### src/pll_ctrl_pkg.sv
// Package for the PLL clock generator control block: register map, fields, resets, types
package pll_ctrl_pkg;

  localparam int ADDR_W = 4;
  localparam logic [ADDR_W-1:0] LOOP_CONTROL_OFF = 4'h0;
  localparam logic [ADDR_W-1:0] BANDWIDTH_CTRL_OFF = 4'h4;
  localparam logic [ADDR_W-1:0] LOOP_PROGRAM_OFF = 4'h8;

  // Control register fields
  localparam int CTL_IRQ_EN_BIT = 7;
  localparam int CTL_FLAG_BIT = 6;
  localparam int CTL_PWR_BIT = 5;
  localparam int CTL_SEL_BIT = 4;
  localparam logic [3:0] CTL_UNUSED_RD = 4'hF;

  // Bandwidth register fields
  localparam int BW_AUTO_BIT = 7;
  localparam int BW_LOCK_BIT = 6;
  localparam int BW_TRK_BIT = 5;
  localparam int BW_XLOSS_BIT = 4;

  // Reset values
  localparam logic [3:0] MUL_RESET = 4'h6;
  localparam logic [3:0] VRS_RESET = 4'h6;
  localparam logic PWR_RESET = 1'b1;

  // Crystal-loss check window is N * 4 VCO cycles
  localparam int XLOSS_FACTOR = 4;
  localparam int XCNT_W = 8;
  // Settling windows of the lock detector, in crystal edges
  localparam int ACQ_SETTLE = 16;
  localparam int LOCK_SETTLE = 32;
  localparam int SETTLE_W = 6;
  // Source switch holds output until three cycles of each source have passed
  localparam int SWITCH_CYCLES = 3;
  localparam logic [1:0] AXI_OKAY = 2'b00;
  localparam logic [1:0] AXI_SLVERR = 2'b10;

  typedef struct packed {
    logic irq_en;
    logic flag;
    logic power_on;
    logic select;
  } loop_ctl_s;

  typedef struct packed {
    logic [3:0] mul;
    logic [3:0] vrs;
  } loop_prog_s;

  typedef enum logic [1:0] {
    SW_XTAL = 2'b00,
    SW_HOLD_TO_VCO = 2'b01,
    SW_VCO = 2'b11,
    SW_HOLD_TO_XTAL = 2'b10
  } switch_e;

endpackage

### src/pll_clock_gen_control.sv
// PLL clock generator control: registers, loss/lock status, source selection, stop handling
//
// The register offsets and the AXI4-Lite interface to the registers were left to the implementer.
`timescale 1ns/100ps
module pll_clock_gen_control #(
  parameter int MUL_W = 4
) (
  input wire logic aclk,
  input wire logic aresetn,
  input wire logic [pll_ctrl_pkg::ADDR_W-1:0] s_axi_awaddr,
  input wire logic s_axi_awvalid,
  output logic s_axi_awready,
  input wire logic [31:0] s_axi_wdata,
  input wire logic [3:0] s_axi_wstrb,
  input wire logic s_axi_wvalid,
  output logic s_axi_wready,
  output logic [1:0] s_axi_bresp,
  output logic s_axi_bvalid,
  input wire logic s_axi_bready,
  input wire logic [pll_ctrl_pkg::ADDR_W-1:0] s_axi_araddr,
  input wire logic s_axi_arvalid,
  output logic s_axi_arready,
  output logic [31:0] s_axi_rdata,
  output logic [1:0] s_axi_rresp,
  output logic s_axi_rvalid,
  input wire logic s_axi_rready,
  input wire logic osc_enable_in,
  input wire logic break_active,
  input wire logic break_clear_enable,
  input wire logic crystal_tick,
  input wire logic vco_tick,
  input wire logic freq_in_track_tol,
  input wire logic freq_in_lock_tol,
  output logic crystal_clock,
  output logic base_clock_out,
  output logic loop_irq_out,
  output logic vco_enable,
  output logic [MUL_W-1:0] feedback_divide_ratio,
  output logic [3:0] vco_center_range
);
  import pll_ctrl_pkg::*;

  loop_ctl_s ctl_q;
  loop_prog_s prog_q;
  logic auto_q;
  logic lock_q;
  logic trk_q;
  logic manual_trk_q;
  logic xloss_q;
  logic [XCNT_W-1:0] xcnt_q;
  logic xarm_q;
  logic [SETTLE_W-1:0] settle_q;
  switch_e sw_q;
  logic [1:0] xsw_cnt_q;
  logic [1:0] vsw_cnt_q;
  logic src_vco_q;
  logic div_q;

  // AXI4-Lite slave: address and data taken in either order
  logic aw_hold_q;
  logic w_hold_q;
  logic [ADDR_W-1:0] awaddr_q;
  logic [31:0] wdata_q;
  logic [3:0] wstrb_q;
  logic wr_fire;
  logic rd_fire;
  logic [7:0] wbyte;

  assign wr_fire = aw_hold_q && w_hold_q && !s_axi_bvalid;
  assign rd_fire = s_axi_arvalid && s_axi_arready;
  assign wbyte = wdata_q[7:0];

  always_ff @(posedge aclk) begin
    if (!aresetn) begin
      aw_hold_q <= 1'b0;
      w_hold_q <= 1'b0;
      awaddr_q <= '0;
      wdata_q <= '0;
      wstrb_q <= '0;
      s_axi_awready <= 1'b0;
      s_axi_wready <= 1'b0;
    end else begin
      s_axi_awready <= !aw_hold_q && !s_axi_awready && !s_axi_bvalid;
      s_axi_wready <= !w_hold_q && !s_axi_wready && !s_axi_bvalid;
      if (s_axi_awvalid && s_axi_awready) begin
        aw_hold_q <= 1'b1;
        awaddr_q <= s_axi_awaddr;
        s_axi_awready <= 1'b0;
      end
      if (s_axi_wvalid && s_axi_wready) begin
        w_hold_q <= 1'b1;
        wdata_q <= s_axi_wdata;
        wstrb_q <= s_axi_wstrb;
        s_axi_wready <= 1'b0;
      end
      if (wr_fire) begin
        aw_hold_q <= 1'b0;
        w_hold_q <= 1'b0;
      end
    end
  end

  logic wr_ctl;
  logic wr_bw;
  logic wr_prog;
  logic addr_ok_w;
  assign wr_ctl = wr_fire && wstrb_q[0] && awaddr_q == LOOP_CONTROL_OFF;
  assign wr_bw = wr_fire && wstrb_q[0] && awaddr_q == BANDWIDTH_CTRL_OFF;
  assign wr_prog = wr_fire && wstrb_q[0] && awaddr_q == LOOP_PROGRAM_OFF;
  assign addr_ok_w = awaddr_q == LOOP_CONTROL_OFF || awaddr_q == BANDWIDTH_CTRL_OFF
    || awaddr_q == LOOP_PROGRAM_OFF;

  always_ff @(posedge aclk) begin
    if (!aresetn) begin
      s_axi_bvalid <= 1'b0;
      s_axi_bresp <= AXI_OKAY;
    end else if (wr_fire) begin
      s_axi_bvalid <= 1'b1;
      s_axi_bresp <= addr_ok_w ? AXI_OKAY : AXI_SLVERR;
    end else if (s_axi_bready) begin
      s_axi_bvalid <= 1'b0;
    end
  end

  // Read path; reading the control register is the flag clear
  logic rd_ctl;
  logic [7:0] ctl_rd;
  logic [7:0] bw_rd;
  assign rd_ctl = rd_fire && s_axi_araddr == LOOP_CONTROL_OFF;
  assign ctl_rd = {ctl_q.irq_en && auto_q, ctl_q.flag && auto_q, ctl_q.power_on,
                   ctl_q.select, CTL_UNUSED_RD};
  assign bw_rd = {auto_q, lock_q && auto_q, auto_q ? trk_q : manual_trk_q,
                  xloss_q && ctl_q.select, 4'h0};

  always_ff @(posedge aclk) begin
    if (!aresetn) begin
      s_axi_arready <= 1'b0;
      s_axi_rvalid <= 1'b0;
      s_axi_rdata <= '0;
      s_axi_rresp <= AXI_OKAY;
    end else begin
      s_axi_arready <= !s_axi_arready && !s_axi_rvalid && !rd_fire;
      if (rd_fire) begin
        s_axi_arready <= 1'b0;
        s_axi_rvalid <= 1'b1;
        s_axi_rresp <= AXI_OKAY;
        unique case (s_axi_araddr)
          LOOP_CONTROL_OFF: s_axi_rdata <= {24'h0, ctl_rd};
          BANDWIDTH_CTRL_OFF: s_axi_rdata <= {24'h0, bw_rd};
          LOOP_PROGRAM_OFF: s_axi_rdata <= {24'h0, prog_q.mul, prog_q.vrs};
          default: begin
            s_axi_rdata <= '0;
            s_axi_rresp <= AXI_SLVERR;
          end
        endcase
      end else if (s_axi_rready && s_axi_rvalid) begin
        s_axi_rvalid <= 1'b0;
      end
    end
  end

  // Lock change detection
  logic lock_next;
  logic lock_change;
  logic flag_clr;
  assign lock_change = auto_q && (lock_next != lock_q);
  // In break with clearing disabled, accesses leave the flag alone
  assign flag_clr = rd_ctl && (!break_active || break_clear_enable);
  logic stopped;
  assign stopped = !osc_enable_in;

  // Control register; a wait state has no input here, so it changes nothing
  always_ff @(posedge aclk) begin
    if (!aresetn) begin
      ctl_q <= '{irq_en: 1'b0, flag: 1'b0, power_on: PWR_RESET, select: 1'b0};
    end else begin
      if (wr_ctl) begin
        if (auto_q) begin
          ctl_q.irq_en <= wbyte[CTL_IRQ_EN_BIT];
        end
        // Power-on stays while VCO selected; select needs power-on and nonzero range
        if (wbyte[CTL_PWR_BIT] || ctl_q.select && wbyte[CTL_SEL_BIT]) begin
          ctl_q.power_on <= 1'b1;
        end else if (!ctl_q.select) begin
          ctl_q.power_on <= 1'b0;
        end
        // Lock state is deliberately not checked here
        ctl_q.select <= wbyte[CTL_SEL_BIT] && ctl_q.power_on && prog_q.vrs != 4'h0;
      end
      if (prog_q.vrs == 4'h0 || stopped) begin
        ctl_q.select <= 1'b0;
      end
      // Set wins over a simultaneous clear
      if (lock_change) begin
        ctl_q.flag <= 1'b1;
      end else if (flag_clr || !auto_q) begin
        ctl_q.flag <= 1'b0;
      end
    end
  end

  // Programming register, locked while the loop is powered
  always_ff @(posedge aclk) begin
    if (!aresetn) begin
      prog_q <= '{mul: MUL_RESET, vrs: VRS_RESET};
    end else if (wr_prog && !ctl_q.power_on) begin
      prog_q <= wbyte;
    end
  end

  // Bandwidth register; reserved low bits are not stored
  always_ff @(posedge aclk) begin
    if (!aresetn) begin
      auto_q <= 1'b0;
      manual_trk_q <= 1'b0;
    end else if (wr_bw) begin
      auto_q <= wbyte[BW_AUTO_BIT];
      if (!auto_q) begin
        manual_trk_q <= wbyte[BW_TRK_BIT];
      end
    end
  end

  // Crystal loss: write one arms, crystal ticks during N*4 window clear it
  logic [MUL_W-1:0] n_eff;
  assign n_eff = (prog_q.mul == 4'h0) ? MUL_W'(1) : MUL_W'(prog_q.mul);

  always_ff @(posedge aclk) begin
    if (!aresetn) begin
      xloss_q <= 1'b0;
      xarm_q <= 1'b0;
      xcnt_q <= '0;
    end else if (!ctl_q.select || stopped) begin
      xloss_q <= 1'b0;
      xarm_q <= 1'b0;
    end else if (wr_bw && wbyte[BW_XLOSS_BIT]) begin
      xloss_q <= 1'b1;
      xarm_q <= 1'b1;
      xcnt_q <= '0;
    end else if (xarm_q) begin
      if (crystal_tick) begin
        xloss_q <= 1'b0;
        xarm_q <= 1'b0;
      end else if (vco_tick) begin
        xcnt_q <= xcnt_q + XCNT_W'(1);
        if (xcnt_q >= XCNT_W'(n_eff * XLOSS_FACTOR)) begin
          xarm_q <= 1'b0;
        end
      end
    end
  end

  // Tracking and lock status from frequency-tolerance inputs
  logic loop_run;
  assign loop_run = ctl_q.power_on && prog_q.vrs != 4'h0 && !stopped;
  assign lock_next = loop_run && auto_q && trk_q && freq_in_lock_tol
    && settle_q >= SETTLE_W'(LOCK_SETTLE);

  always_ff @(posedge aclk) begin
    if (!aresetn) begin
      trk_q <= 1'b0;
      lock_q <= 1'b0;
      settle_q <= '0;
    end else begin
      lock_q <= lock_next;
      if (!loop_run || !auto_q || !freq_in_track_tol) begin
        trk_q <= 1'b0;
        settle_q <= '0;
      end else if (crystal_tick) begin
        if (settle_q != '1) begin
          settle_q <= settle_q + SETTLE_W'(1);
        end
        if (settle_q >= SETTLE_W'(ACQ_SETTLE)) begin
          trk_q <= 1'b1;
        end
      end
    end
  end

  // Glitch-free source switch: output frozen during hand-over
  logic want_vco;
  assign want_vco = ctl_q.select;

  always_ff @(posedge aclk) begin
    if (!aresetn || stopped) begin
      sw_q <= SW_XTAL;
      src_vco_q <= 1'b0;
      xsw_cnt_q <= '0;
      vsw_cnt_q <= '0;
    end else begin
      unique case (sw_q)
        SW_XTAL: if (want_vco) begin
          sw_q <= SW_HOLD_TO_VCO;
          xsw_cnt_q <= '0;
          vsw_cnt_q <= '0;
        end
        SW_VCO: if (!want_vco) begin
          sw_q <= SW_HOLD_TO_XTAL;
          xsw_cnt_q <= '0;
          vsw_cnt_q <= '0;
        end
        SW_HOLD_TO_VCO, SW_HOLD_TO_XTAL: begin
          if (crystal_tick && xsw_cnt_q != 2'(SWITCH_CYCLES)) begin
            xsw_cnt_q <= xsw_cnt_q + 2'd1;
          end
          if (vco_tick && vsw_cnt_q != 2'(SWITCH_CYCLES)) begin
            vsw_cnt_q <= vsw_cnt_q + 2'd1;
          end
          if (xsw_cnt_q == 2'(SWITCH_CYCLES) && vsw_cnt_q == 2'(SWITCH_CYCLES)) begin
            src_vco_q <= (sw_q == SW_HOLD_TO_VCO);
            sw_q <= (sw_q == SW_HOLD_TO_VCO) ? SW_VCO : SW_XTAL;
          end
        end
      endcase
    end
  end

  // Divide-by-two base clock; held while switching, cleared while stopped
  always_ff @(posedge aclk) begin
    if (!aresetn || stopped) begin
      div_q <= 1'b0;
    end else if (sw_q == SW_XTAL || sw_q == SW_VCO) begin
      if (src_vco_q ? vco_tick : crystal_tick) begin
        div_q <= !div_q;
      end
    end
  end

  // Registered outputs; clocks, request and VCO enable forced low while the oscillator is disabled
  always_ff @(posedge aclk) begin
    if (!aresetn) begin
      crystal_clock <= 1'b0;
      base_clock_out <= 1'b0;
      loop_irq_out <= 1'b0;
      vco_enable <= 1'b0;
      feedback_divide_ratio <= MUL_W'(MUL_RESET);
      vco_center_range <= VRS_RESET;
    end else begin
      crystal_clock <= osc_enable_in && crystal_tick;
      base_clock_out <= osc_enable_in && div_q;
      loop_irq_out <= osc_enable_in && auto_q && ctl_q.irq_en && ctl_q.flag;
      vco_enable <= loop_run;
      feedback_divide_ratio <= n_eff;
      vco_center_range <= prog_q.vrs;
    end
  end

endmodule

### config.mk
export PLATFORM = sky130hd
export DESIGN_NAME = pll_clock_gen_control
export DESIGN_NICKNAME = d
export VERILOG_FILES = /design/src/pll_ctrl_pkg.sv /design/src/pll_clock_gen_control.sv
export SDC_FILE = /design/constraint.sdc
export NUM_CORES = 1
export LEC_CHECK = 0
export BUFFER_PORTS_ARGS = -buffer_cell sky130_fd_sc_hd__buf_2
export CORE_ASPECT_RATIO = 1.5
export CORE_UTILIZATION = 52
export DETAILED_ROUTE_END_ITERATION = 10
export PLACE_DENSITY = 0.87
export SLEW_MARGIN = 20
export SYNTH_ARGS = -nofsm -noshare
export SYNTH_HDL_FRONTEND = slang
export SYNTH_SLANG_ARGS = --single-unit
### constraint.sdc
create_clock -name aclk -period 2 [get_ports aclk]
set_clock_uncertainty 0.2 [all_clocks]
set_input_delay 0.2 -clock aclk [delete_from_list [all_inputs] [get_ports aclk]]
set_output_delay 0.2 -clock aclk [all_outputs]
set_load 0.01 [all_outputs]
* Yosys cells after proc, flatten, opt, wreduce, memory -nomap -nowiden
Index checks and enable logic that the tools add are counted.
** Word-level totals
- Register bits after elaboration :: 108
- Bits of input ports :: 58
- Output and inout bits :: 53
** Operators by class
- Add/sub/neg operators :: 4
- $lt $le $gt $ge :: 3
- Eq/ne operators :: 20
- Multiplexer cells :: 37
- Bitwise logic cells :: 3
- Reductions and logical operators :: 103
** Operators by type and width (count)
- 1-bit logical AND :: 42
- 8-bit two-way mux :: 4
- 8-bit case mux with 3 select lines :: 1
- 2-bit two-way mux :: 10
- 1-bit two-way mux :: 18
- 2-bit case mux with 3 select lines :: 3
- 1-bit zero test :: 17
- 4-bit zero test :: 4
- 2-bit AND reduction :: 8
- 2-bit OR reduction :: 8
- 2-bit inequality test (second input constant) :: 7
- 2-bit nonzero test :: 6
- 1-bit logical OR :: 11
- 3-bit AND reduction :: 3
- 8-bit by 1-bit adder with 8-bit output (second input constant) :: 1
- 2-bit == test (second input constant) :: 4
- 4-bit by 3-bit == test with 1-bit output (second input constant) :: 2
- 4-bit == test (second input constant) :: 2
- 8-bit by 6-bit greater-or-equal comparator with 1-bit output :: 1
- 6-bit by 1-bit adder with 6-bit output (second input constant) :: 1
- 6-bit by 5-bit greater-or-equal comparator with 1-bit output (second input constant) :: 1
- 6-bit greater-or-equal comparator (second input constant) :: 1
- 6-bit inequality test (second input constant) :: 1
- 2-bit by 1-bit adder with 2-bit output (second input constant) :: 2
- other kinds (9) :: 12

* Depth between registers and ports, before layout
- Depth in word-level cells :: 10
- Gate-level depth with buffers :: 7
- Mapped depth without buffers :: 7

* Worst setup path before layout
No wires, ideal clock.
- Path type :: register to register
- Start :: register sw_q[0]
- End :: register sw_q[1]
- Library setup time :: 0.128 ns
- Data arrival time :: 1.503 ns
- Data required time :: 1.672 ns
- Setup slack :: 0.169 ns
- Cell stages (with the launch flop) :: 7
- Clock period less this slack :: 1.831 ns
- Path through :: dfxtp_1 inv_1 ha_1 mux2i_1 a21boi_0 mux2i_1 nor2_1
** On the way
- Cells in the longest elaborated chain, start to end :: 4
** Ends and longest elaborated chain
- start: declaration :: line pll_clock_gen_control.sv:53 : switch_e sw_q;
- start signal: assignment :: line pll_clock_gen_control.sv:311 : sw_q <= (sw_q == SW_HOLD_TO_VCO) ? SW_VCO : SW_XTAL;
- 2-bit by 1-bit == test with 1-bit output or 2-bit == test (tied branches) :: line pll_clock_gen_control.sv:291, pll_clock_gen_control.sv:311
- 2-bit two-way mux or 2-bit OR reduction (tied branches) :: line pll_clock_gen_control.sv:311, pll_clock_gen_control.sv:291
- 2-bit two-way mux or 2-bit inequality test (tied branches)
- 2-bit case mux with 3 select lines or 3-bit AND reduction (tied branches)
Parallel ways exist; a longest one is shown, timed or not. The select of a mux whose other input is x is not followed.
A chain may end at the register's enable or synchronous reset.

* Worst setup path after layout
- Start :: register awaddr_q[1]
- End :: register prog_q[1] in the netlist's numbering
** On the way
- Cells in the longest elaborated chain, start to end :: 3
** Ends and longest elaborated chain
- start: declaration :: line pll_clock_gen_control.sv:62 : logic [ADDR_W-1:0] awaddr_q;
- start signal: assignment :: line pll_clock_gen_control.sv:87 : awaddr_q <= s_axi_awaddr;
- 4-bit == test :: line pll_clock_gen_control.sv:109 : assign wr_prog = wr_fire && wstrb_q[0] && awaddr_q == LOOP_PROGRAM_OFF;
- 1-bit logical AND :: line pll_clock_gen_control.sv:109
- 1-bit logical AND :: line pll_clock_gen_control.sv:206 : end else if (wr_prog && !ctl_q.power_on) begin
- end signal: assignment :: line pll_clock_gen_control.sv:205 : prog_q <= '{mul: MUL_RESET, vrs: VRS_RESET};
- end signal: assignment :: line pll_clock_gen_control.sv:207 : prog_q <= wbyte;
- end: declaration :: line pll_clock_gen_control.sv:44 : loop_prog_s prog_q;
Every way passes these cells.

==> results_dict.tcl <==
set metrics [dict create \
    slew-limit-headroom 0.625 \
    whs_path_depth 3 \
    cts_tree "done" \
    grt_pass1_wl_um 13800 \
    grt_overflow 0 \
    end_kind "flop" \
    hold_violations 0 \
    synth_edf_count 0 \
    ir_drop_v 0.000580 \
    h-tree-depth 3 \
    synth.distinct_cells 49 \
    die_area_um2 7750 \
    setup_viol 1 \
    vias_per_cell 5.29 \
    rows 38 \
    ff2ff_path_depth 4 \
    crit_start "awaddr_q[1]" \
    drt_iter0_drc 167 \
    switchingPower_mw 0.741 \
    finalWorstSetupSlack_ns -0.0110 \
    antenna_cells 0 \
    finalMaxSlewViolations 0 \
    maxCapViolations 0 \
    place.port_buffers 57 \
    powerDensity_nw_per_um2 677 \
    grt_use_met3 0.0459 \
    insertion_delay_ns 0.35 \
    num_vias 3294 \
    worst_pin_slew_ns 0.562 \
    arrival_ns 2.03 \
    nets 591 \
    clk_pin_slew_worst_paths_ns 0.08 \
    postSynthAreaPerCell_um2 8.92 \
    first_pass_iters 4 \
    yosysTopAreaCell "dfxtp_1" \
    fin_cells 623 \
    critPathKind "reg2reg" \
    dpl.hpwl_um 5860 \
    wl_um 8490 \
    yosysSeqAreaShare 0.427 \
    synth_common_cells "dfxtp_1, nand2_1, a21boi_0, buf_4, nand3_1" \
    drcViolationCount 0 \
    clockBufferDepth 2 \
    final_layout_size_suffix_gt1_frac 0.187 \
    root_buffer "clkbuf_8" \
    leakage_nw 1.92 \
    cts_setup_buffers 0 \
    synthesis.area_um2 3850 \
    grt_util_met1 0.235 \
    synth.top_cells.by_area "dfxtp_1, nand2_1, a21boi_0, buf_4, mux2i_1" \
    switching_share 0.235 \
    power.share.sequential 0.536 \
    yosysMostFrequentCell "dfxtp_1" \
    crit_required_ns 2.02 \
    ant_nets 0 \
    wl_per_cell_um 13.6 \
    netlist.area_leader.share 0.427 \
    cts_buffers 9 \
    start_kind "flop" \
    place_inst 585 \
    fin_crit_sh 1.01 \
    hold_start "vco_tick" \
    syn_inst 431 \
    core-area_um2 7180 \
    async_flop_share 0 \
    finalCriticalPeriod_ns 2.01 \
    grt_pass1_vias 3217 \
    place_congestion 0.902 \
    die_w_um 72.2 \
    reg2reg_from "awaddr_q[1]" \
    crit_fanout 8 \
    ys_ff_latch 82 \
    p_int_mw 2.41 \
    hold_path_class "in2reg" \
    clock-sinks 82 \
    grt_antenna_before_repair 0 \
    fmax_mhz 497 \
    grt_util_all_layers 0.227 \
    syn2layout_area_growth_pct 21.0 \
    final_util 0.648 \
    status "finished, violations left" \
    initial_core_util 0.536 \
    io_pins 111 \
    combPwrFrac 0.076 \
    synth_flop_cell "dfxtp_1" \
    failed_checks "negative setup slack" \
    power.clock.fraction 0.388 \
    dieHeight_um 107 \
    gr-max-usage-layer "met2" \
    use_met2 0.416 \
    grt_max_degree 68 \
    yosysWarnings 0 \
]
## logic make-up after synthesis
family,synth area share
compound gates,0.138
buf+inv,0.0869
other cells,0.000975
flops,0.427
fa+ha+maj,0.0455
xor+xnor,0.0182
simple gates,0.234
mux,0.0494
## registers in the layout, summed over array words and instances (netlist names), 2 cells and up
name and count:
ctl_q 3, wdata_q 8, vco_center_range 4, prog_q 8, xcnt_q 8, xsw_cnt_q 2, vsw_cnt_q 2, s_axi_rdata 8
sw_q 2, settle_q 6, awaddr_q 4, feedback_divide_ratio 4
## final cells by class
cell class,instances,area [um2]
inverters,19,71.3
flip-flops and latches,82,1640
multi-input cells,313,1990
clock inverters,4,51.3
well taps,100,125
fillers,558,2530
clock buffers,11,151
repair buffers,94,621
## routing by layer
layer  vias up  routed length, um
met5         -                  0
met4         0                264
met3        25                315
met2        90               4520
met1      1567               3390
li1       1612                  -
## layout by cell type (no fill, tap or decap), types with 3 or more instances in the layout
cell type / synthesis / routed
ha_1: 14 / 14
buf_2: 0 / 57
nand2b_1: 10 / 10
dlygate4sd3_1: 0 / 23
conb_1: 1 / 26
xor2_1: 6 / 6
nand2_1: 53 / 52
clkbuf_8: 0 / 11
nand3b_1: 5 / 5
nor4_1: 4 / 3
nand3_1: 23 / 23
nor2b_1: 13 / 13
nor3b_1: 3 / 3
and3_1: 7 / 7
a22oi_1: 3 / 3
mux2i_1: 19 / 18
nor2_1: 18 / 18
a21oi_1: 15 / 15
inv_1: 19 / 19
buf_4: 26 / 14
and2_1: 10 / 10
dfxtp_1: 82 / 80
a21boi_0: 26 / 25
o21ai_0: 15 / 15
nor3_1: 4 / 4
nand4_1: 8 / 8
## timing repair
item,in CTS,in global routing
endpoints found under the setup margin,0,10
hold endpoints to repair,21,0
resized for setup,0,7
hold buffers,23,0
## stage by stage
| step | TNS [ns] | instance area [um2] | total power [mW] | hold WS [ns] | setup slack (ns) |
|---|---|---|---|---|---|
| floorplan | 0 | 3940 | 1.88 | 0.145 | 0.169 |
| global placement | 0 | 4190 | 1.92 | 0.226 | 0.135 |
| detailed placement | 0 | 4190 | 1.93 | 0.248 | 0.0428 |
| CTS | 0 | 4630 | 3.14 | 0.00568 | 0.0404 |
| global route | -0.0418 | 4650 | 3.26 | 0.0318 | -0.0418 |
| finish | -0.0110 | 4650 | 3.15 | 0.0258 | -0.0110 |
## critical path, stage by stage, from the launching register on
cell and delay [ns]:
dfxtp_1 0.36, or3b_4 0.43, or4_4 0.55, mux2i_2 0.26, nand2_1 0.09
## path summary, 6_finish.rpt
path	endpoint	slack, ns
setup reg to reg	prog_q[1]	-0.01
hold reg to reg	s_axi_wready	0.26
setup / recovery	prog_q[1]	-0.01
hold / removal	xcnt_q[0]	0.03
## power by group through the flow
stage	Clock, mW	Sequential (mW)	Combinational [mW]
floorplan	0	1.73	0.155
global placement	0	1.72	0.192
detailed placement	0	1.73	0.199
CTS	1.22	1.69	0.233
global route	1.30	1.69	0.262
finish	1.22	1.69	0.239
No activity file was read; power rests on OpenSTA's default activity.
